[src/hdl/pssc_pkg.sv]
/*
  Package for the power switch state control block: system states,
  debounce and hold-time constants derived from the standby clock.
  Assumes a 100 MHz standby clock.
*/
package pssc_pkg;

  localparam int unsigned CLK_HZ          = 100_000_000;

  // Debounce settle time in microseconds
  localparam int unsigned DEBOUNCE_US     = 10_000;
  localparam int unsigned DEBOUNCE_CYC    = DEBOUNCE_US * (CLK_HZ / 1_000_000);

  // Short press limit and fail-safe hold limit, in seconds
  localparam int unsigned SHORT_PRESS_S   = 4;
  localparam int unsigned FORCE_OFF_S     = 6;
  localparam int unsigned SHORT_PRESS_CYC = SHORT_PRESS_S * CLK_HZ;
  localparam int unsigned FORCE_OFF_CYC   = FORCE_OFF_S * CLK_HZ;

  // Power policy encoding for a short press while working
  localparam logic        POLICY_SLEEP    = 1'b0;
  localparam logic        POLICY_SOFT_OFF = 1'b1;

  typedef enum logic [1:0] {
    PSSC_SOFT_OFF,
    PSSC_WORKING,
    PSSC_SLEEPING
  } pssc_state_t;

  typedef struct packed {
    logic soft_off;
    logic working;
    logic sleeping;
  } pssc_status_t;

endpackage

[src/hdl/pssc_power_switch.sv]
/*
  Front-panel power switch state control. Debounces the push button,
  times each press and moves the system between soft-off, working and
  sleeping. Assumes a free-running standby clock, a synchronous power-on
  reset, and an OS policy level and soft-off request from same-clock logic.

  Timing limitation: press length is counted on the debounced level, so
  both limits apply to the filtered press. Against the raw pin the force
  limit reads about two synchroniser cycles plus the debounce time late;
  the short limit does not shift, as both press edges are delayed alike.
  A press that is shorter than the debounce time is never seen at all.

  The fail-safe off acts while the switch is still held. It does not wait
  for the release, so a user who keeps holding sees the system go down.
*/
`timescale 1ns/100ps

module pssc_power_switch #(
  parameter int unsigned DEBOUNCE_CYC    = pssc_pkg::DEBOUNCE_CYC,
  parameter int unsigned SHORT_PRESS_CYC = pssc_pkg::SHORT_PRESS_CYC,
  parameter int unsigned FORCE_OFF_CYC   = pssc_pkg::FORCE_OFF_CYC
) (
  input  wire logic                  clk,
  input  wire logic                  reset_n,
  input  wire logic                  switch_pressed_n,
  input  wire logic                  os_policy_soft_off,
  input  wire logic                  os_soft_off_req,
  output pssc_pkg::pssc_state_t      sys_state,
  output pssc_pkg::pssc_status_t     sys_status,
  output logic                       press_active,
  output logic                       state_change
);

  localparam int CW = $clog2(FORCE_OFF_CYC + 2);
  localparam int DW = $clog2(DEBOUNCE_CYC + 2);

  // Elaboration-time checks on the timing parameters
  if (DEBOUNCE_CYC < 1)
  begin : g_bad_debounce
    $error("pssc_power_switch: debounce count must be at least one");
  end

  if (SHORT_PRESS_CYC < 1)
  begin : g_bad_short
    $error("pssc_power_switch: short press limit must be at least one");
  end

  // The force limit must lie beyond the short limit or a window never exists
  if (FORCE_OFF_CYC <= SHORT_PRESS_CYC)
  begin : g_bad_force
    $error("pssc_power_switch: force limit must exceed short press limit");
  end

  // A debounce slower than a short press would swallow every short press
  if (DEBOUNCE_CYC >= SHORT_PRESS_CYC)
  begin : g_bad_ratio
    $error("pssc_power_switch: debounce must be shorter than a short press");
  end

  logic                  sw_meta_ff;
  logic                  sw_sync_ff;
  logic [DW-1:0]         deb_cnt_ff;
  logic                  deb_ff;
  logic                  deb_prev_ff;
  logic [CW-1:0]         hold_cnt_ff;
  logic                  forced_ff;
  pssc_pkg::pssc_state_t state_ff;
  pssc_pkg::pssc_state_t nxt_state;
  logic                  chg_ff;
  logic                  release_evt;
  logic                  short_press;
  logic                  force_hit;

  // Two-stage synchroniser; the pin is active low
  always_ff @(posedge clk)
  begin
    if (!reset_n)
    begin
      sw_meta_ff <= 1'b0;
      sw_sync_ff <= 1'b0;
    end
    else
    begin
      sw_meta_ff <= ~switch_pressed_n;
      sw_sync_ff <= sw_meta_ff;
    end
  end

  // Level must hold steady for the debounce time before it is accepted
  always_ff @(posedge clk)
  begin
    if (!reset_n)
    begin
      deb_cnt_ff <= '0;
      deb_ff     <= 1'b0;
    end
    else if (sw_sync_ff == deb_ff)
      deb_cnt_ff <= '0;
    else if (deb_cnt_ff == DW'(DEBOUNCE_CYC - 1))
    begin
      deb_cnt_ff <= '0;
      deb_ff     <= sw_sync_ff;
    end
    else
      deb_cnt_ff <= deb_cnt_ff + 1'b1;
  end

  // Delayed copy of the debounced level; reset matches the released pin
  // so no false release edge follows reset
  always_ff @(posedge clk)
  begin
    if (!reset_n)
      deb_prev_ff <= 1'b0;
    else
      deb_prev_ff <= deb_ff;
  end

  // Hold counter saturates so very long presses cannot wrap into a short one
  always_ff @(posedge clk)
  begin
    if (!reset_n)
      hold_cnt_ff <= '0;
    else if (!deb_ff)
      hold_cnt_ff <= '0;
    else if (hold_cnt_ff != CW'(FORCE_OFF_CYC + 1))
      hold_cnt_ff <= hold_cnt_ff + 1'b1;
  end

  // The hold count still holds the full press length in the release cycle,
  // since it clears only one cycle after the debounced level falls
  assign release_evt = deb_prev_ff && !deb_ff;
  assign short_press = release_evt && (hold_cnt_ff < CW'(SHORT_PRESS_CYC));
  assign force_hit   = deb_ff && (hold_cnt_ff == CW'(FORCE_OFF_CYC));

  // A forced off consumes the press: its release must not power on again
  always_ff @(posedge clk)
  begin
    if (!reset_n)
      forced_ff <= 1'b0;
    else if (force_hit)
      forced_ff <= 1'b1;
    else if (!deb_ff)
      forced_ff <= 1'b0;
  end

  // OS request takes priority over switch events in the same cycle
  always_comb
  begin
    nxt_state = state_ff;
    if (os_soft_off_req)
      nxt_state = pssc_pkg::PSSC_SOFT_OFF;
    else if (force_hit && state_ff != pssc_pkg::PSSC_SOFT_OFF)
      nxt_state = pssc_pkg::PSSC_SOFT_OFF;
    else if (short_press && !forced_ff)
    begin
      case (state_ff)
        pssc_pkg::PSSC_SOFT_OFF:
          nxt_state = pssc_pkg::PSSC_WORKING;
        pssc_pkg::PSSC_WORKING:
        begin
          // Policy is sampled only in the release cycle
          if (os_policy_soft_off == pssc_pkg::POLICY_SOFT_OFF)
            nxt_state = pssc_pkg::PSSC_SOFT_OFF;
          else
            nxt_state = pssc_pkg::PSSC_SLEEPING;
        end
        pssc_pkg::PSSC_SLEEPING:
          nxt_state = pssc_pkg::PSSC_WORKING;
        default:
          nxt_state = pssc_pkg::PSSC_SOFT_OFF;
      endcase
    end
    // Releases between the two limits fall through unchanged
  end

  // The change pulse is registered with the state, so it stands in the
  // first cycle of the new state and never precedes it
  always_ff @(posedge clk)
  begin
    if (!reset_n)
    begin
      state_ff <= pssc_pkg::PSSC_SOFT_OFF;
      chg_ff   <= 1'b0;
    end
    else
    begin
      state_ff <= nxt_state;
      chg_ff   <= (nxt_state != state_ff);
    end
  end

  // All outputs come straight from flip-flops or a decode of one register
  assign sys_state           = state_ff;
  assign sys_status.soft_off = (state_ff == pssc_pkg::PSSC_SOFT_OFF);
  assign sys_status.working  = (state_ff == pssc_pkg::PSSC_WORKING);
  assign sys_status.sleeping = (state_ff == pssc_pkg::PSSC_SLEEPING);
  assign press_active        = deb_ff;
  assign state_change        = chg_ff;

endmodule

[config.mk]
export PLATFORM = sky130hd
export DESIGN_NAME = pssc_power_switch
export DESIGN_NICKNAME = d
export VERILOG_FILES = /design/src/hdl/pssc_pkg.sv /design/src/hdl/pssc_power_switch.sv
export SDC_FILE = /design/constraint.sdc
export NUM_CORES = 1
export LEC_CHECK = 0
export ABC_AREA = 1
export CORE_MARGIN = 4
export CORE_UTILIZATION = 35
export CTS_CLUSTER_DIAMETER = 100
export CTS_CLUSTER_SIZE = 25
export DETAILED_ROUTE_END_ITERATION = 8
export DONT_BUFFER_PORTS = 1
export SETUP_SLACK_MARGIN = 0.2
export SLEW_MARGIN = 20
export SYNTH_ARGS = -nofsm -noshare
export SYNTH_HDL_FRONTEND = slang
export SYNTH_SLANG_ARGS = --single-unit
[constraint.sdc]
create_clock -name clk -period 2.3 [get_ports clk]
set_input_delay 0.23 -clock clk [delete_from_list [all_inputs] [get_ports clk]]
set_output_delay 0.23 -clock clk [all_outputs]
set_load 0.1 [all_outputs]
== Word-level counts from Yosys, hierarchy flattened ==
Cells that the tools add are included.
Word-level totals
  register bits: 58
  bits in latches: 0
  bits in writable memories: 0
  memory bits (read-only): 0
  input bits: 5
  output and inout port bits: 7
  memories: 0
Cells by class
  add/subtract/negate cells: 2
  $mul: 0
  div/mod/pow operators: 0
  magnitude comparators: 1
  equality and inequality tests: 8
  shift operators: 0
  multiplexer cells: 7
  bitwise logic cells: 3
  reductions and logical operators: 13
Operator list (number)
  adder 30 x 1 -> 30 bit, second input constant: 1
  == test 30 bit, second input constant: 1
  < comparator 30 x 29 -> 1 bit, second input constant: 1
  inequality test 30 bit, second input constant: 1
  adder 20 x 1 -> 20 bit, second input constant: 1
  == test 20 bit, second input constant: 1
  2-to-1 mux 2 bit: 4
  logical AND 1 bit: 5
  case mux 2 bit (2 select lines): 1
  AND reduction 2 bit: 2
  inverter 1 bit: 3
  OR reduction 3 bit: 1
  == test 2 x 1 -> 1 bit, second input constant: 1
  == test 2 bit, second input constant: 1
  logical NOT 1 bit: 2
  logical NOT 2 bit: 1
  2-to-1 mux 1 bit: 2
  inequality test 2 x 1 -> 1 bit, second input constant: 1
  inequality test 2 bit: 1
  nonzero test 2 bit: 1
  OR reduction 2 bit: 1
  == test 1 bit: 1

== Depth between registers and ports, before layout ==
  word-level depth: 8
  gate-level depth with buffers: 13
  gate-level depth less buffers: 13

== Worst setup path after synthesis ==
Ideal clock, no wire load.
  kind: register to register
  start point: register state_ff[1] (netlist: sys_state[1])
  end point: register chg_ff (netlist: state_change)
  library setup time: 0.121 ns
  arrival: 2.656 ns
  setup slack: -0.477 ns
  stages on the path, launching flop included: 9
  path buffers: 0
  clock period less this slack: 2.777 ns
  cell sequence: dfxtp_1 > nor2_1 > nor2_1 > nand4_1 > nand2_1 > inv_1 > nand2_1 > nand2_1 > a21oi_1
RTL lines
  from (decl): RTL line pssc_power_switch.sv:67  | pssc_pkg::pssc_state_t state_ff;
  from (signal assigned): RTL line pssc_power_switch.sv:182  | state_ff <= pssc_pkg::PSSC_SOFT_OFF;
  from (signal assigned): RTL line pssc_power_switch.sv:187  | state_ff <= nxt_state;
  to (signal assigned): RTL line pssc_power_switch.sv:188  | chg_ff <= (nxt_state != state_ff);
  to (decl): RTL line pssc_power_switch.sv:69  | logic chg_ff;

== Worst setup path after layout ==
  start point: register hold_cnt_ff[0]
  end point: register hold_cnt_ff[20]
On the way
  longest elaborated chain between the ends: 1
Ends and longest elaborated chain
  from (decl): RTL line pssc_power_switch.sv:65  | logic [CW-1:0] hold_cnt_ff;
  from (signal assigned): RTL line pssc_power_switch.sv:126  | hold_cnt_ff <= hold_cnt_ff + 1'b1;
  adder 30 x 1 -> 30 bit or inequality test 30 bit (tied branches): RTL line pssc_power_switch.sv:126, pssc_power_switch.sv:125
Several ways; a longest one is shown, not always the timed one.
A chain may end at the register's enable or synchronous reset.

==> metrics.md <==
| Metric | Value |
|---|---|
| Routed WL | `6.81 mm` |
| Flop2flop setup slack | `380 ps` |
| Switching power | `425 µW` |
| CTS tree | `yes` |
| Final setup fails | `0` |
| Static leakage | `0.00120 µW` |
| CORE AREA | `8300 µm²` |
| Flops & latches, synth | `58` |
| WS Path Type | `reg2reg` |
| Pre-CTS WS | `399 ps` |
| Fin nets | `471` |
| Cell chain of the critical path | `ha_1, nand2_1, nor3_1, and2_1, nand4_2, nor2_2, nand2_1, nand2_1, nor2_1` |
| Top delay family on crit path | `simple AND/OR/NAND/NOR gates` |
| Clock transition at path regs | `70 ps` |
| Max-slew violation count | `0` |
| Io pins | `12` |
| Initial Utilization | `36.3%` |
| Worst path arrival time | `2160 ps` |
| Storage element area | `1160 µm²` |
| P_int | `1650 µW` |
| Final min period | `1920 ps` |
| Syn. warnings | `0` |
| Outcome | `finished clean` |
| Total grt overflow | `0` |
| Skew final | `15.0 ps` |
| H-tree depth | `3` |
| DRT iter0 DRCs | `136` |
| Die width | `101 µm` |
| Post-synthesis sequential area ratio | `38.6%` |
| Biggest cell delay along the critical path | `410 ps` |
| Post-Syn Area | `3010 µm²` |
| Share of cells above drive strength 1 | `11.6%` |
| Die H | `101 µm` |
| Number of iterations in the first detailed-routing pass | `5` |
| DPL Wire Length | `5.19 mm` |
| Placed insts | `554` |
| Post-synth ARST share | `0%` |
| Number of port buffers | `0` |
| Area Growth Syn to Fin | `15.0%` |
| Endpoint type of the worst setup path | `flop` |
| Non-Filler Instances | `572` |
| Max FO, Critical Path | `6` |
| Count leader, synth | `nand2_1` |
| Crit-path slowest cell | `dfxtp_1` |
| Worst Path Buf+Inv | `0` |
| RSZ-0062 raised after global routing | `false` |
| Post-synthesis cell count | `444` |
| GRT Overall Usage | `14.8%` |
| Post-CTS setup buffer count | `0` |
| Clock buffer depth | `2` |
| Die area | `10100 µm²` |
| Largest net degree at the start of global routing | `20` |
| Most used DFF post-synth | `dfxtp_1` |
| Worst Max-Slew Pin Slew | `552 ps` |
| EDFF count, synth | `0` |
| Netlist cell types | `35` |
| Logic pwr share | `1.0%` |
| Initial antenna violation count | `0` |
| Biggest area consumer among synthesized cells | `dfxtp_1` |
| Vias in the first global route | `2665` |
| Final Hold Violating Endpoints | `0` |
| Multi-input gate area | `1580 µm²` |
| Placer Congestion | `0.912` |
| Nature of the critical path startpoint | `flop` |
| Peak supply drop | `0.198 mV` |
| Final Util | `41.7%` |
| Mean Syn Cell Area | `6.78 µm²` |
| Max_cap viols | `0` |
| Area contributors post-synth | `dfxtp_1 (39%), nand2_1 (11%), inv_1 (8.5%), a21oi_1 (6.5%), nor2_1 (6.2%)` |
| Seq pwr share | `48.6%` |
| Via count | `2772` |
| CTS Buf Count | `9` |
| FMAX | `521 MHz` |
| ANT nets after route | `0` |
| Share of the synthesized area in the top cell type | `38.6%` |
| Top post-synthesis cells by count | `nand2_1 (90), inv_1 (68), dfxtp_1 (58), nor2_1 (50), a21oi_1 (39)` |
| Vias/cell | `4.85` |
| Worst slew margin | `62.9%` |
| Worst-skew pair later-pin latency | `330 ps` |
| Routed wire length per instance | `11.9 µm` |
| Min-delay worst type | `in2reg` |
| Cell mode on critical path | `nand2_1` |
| Setup_tns | `0 ps` |
| Clock power share | `50.4%` |
| Fill cells | `867` |
| CTS root buffer | `clkbuf_8` |
| Ant diodes | `0` |
| Syn_nets | `453` |
| Pwr per Cell Area | `599 nW/µm²` |
| Sw Ratio | `20.5%` |
| Post-route setup slack | `380 ps` |
| First-pass GRT wire length | `12.1 mm` |
| Post-route DRC | `0` |
| Final Cycle Share | `83.5%` |
| Site row count | `33` |
| Clk sinks | `58` |
| WP data required | `2530 ps` |
## per-stage QoR
step | hold WS [ps] | instance area [µm²] | total power [µW]
global route | 120 | 3460 | 2150
finish | 97.9 | 3460 | 2080
floorplan | 302 | 3030 | 1040
global placement | 305 | 3220 | 1050
CTS | 89.8 | 3460 | 2100
detailed placement | 305 | 3220 | 1050
## cells by family after synthesis
group	after synthesis	share of synthesized area (%)
and+or+nand+nor	242	38.1
AOI/OAI and AO/OA	60	10.5
DFF	58	38.6
xor gates and xnor gates	6	1.75
adders and majority gates	4	1.66
buffers and inverters	74	9.43
## worst paths after layout
check,startpoint,endpoint,cells after the start
worst max-delay path,hold_cnt_ff[0],hold_cnt_ff[20],9
worst min-delay path,reset_n,sw_meta_ff,2
worst max register to register,hold_cnt_ff[0],hold_cnt_ff[20],9
worst min register to register,sw_meta_ff,sw_sync_ff,2
## cell usage in the layout, fill, tap and decap left out, drive strengths merged, types with 7 or more instances in the layout
master  count
a21oi      39
nand3      31
dfxtp      58
nor3       25
nand2      96
buf        10
inv        69
nand4      13
clkbuf     11
or2         7
nor2       59
o21ai      15
## worst reg2reg max path, stage by stage, from the launching register on
cell     delay (ps)
dfxtp_1         410
ha_1            240
nand2_1          90
nor3_1          300
and2_1          310
nand4_2         160
nor2_2          150
nand2_1          70
nand2_1          60
nor2_1           50
## what timing repair did
item | CTS | global route
gates resized for setup | 0 | 0
hold buffers | 2 | 0
hold endpoints to repair | 2 | 0
setup endpoints to repair | 0 | 0
## layer usage
layer / GRT usage (%) / vias to the layer above / routed length, µm
met5: 0 / - / 0
met4: 5.39 / 0 / 83
met3: 3.60 / 8 / 296
met2: 21.7 / 56 / 2890
met1: 21.0 / 1233 / 3540
li1: - / 1475 / -
## power groups by stage
stage          sequential [µW]  combinational (µW)  clock [µW]
3_3_place_gp              1030                18.2           0
2_1_floorplan             1040                8.57           0
3_5_place_dp              1030                18.5           0
6_report                  1010                20.9        1050
4_1_cts                   1010                21.2        1070
5_1_grt                   1010                23.6        1120
## cell type report
type | instances | area share, %
inverters | 69 | 7.48
repair buffers | 12 | 3.11
clock inverters | 5 | 2.24
clock buffers | 11 | 4.08
well taps | 105 | 3.79
flip-flops and latches | 58 | 33.6
multi-input cells | 312 | 45.7
## registers in the layout, summed over array words and instances, names as in the netlist
signal / cells
deb_cnt_ff: 20
deb_prev_ff: 1
forced_ff: 1
hold_cnt_ff: 30
press_active: 1
state_change: 1
sw_meta_ff: 1
sw_sync_ff: 1
sys_state: 2
Power figures use the tool's default switching activity.
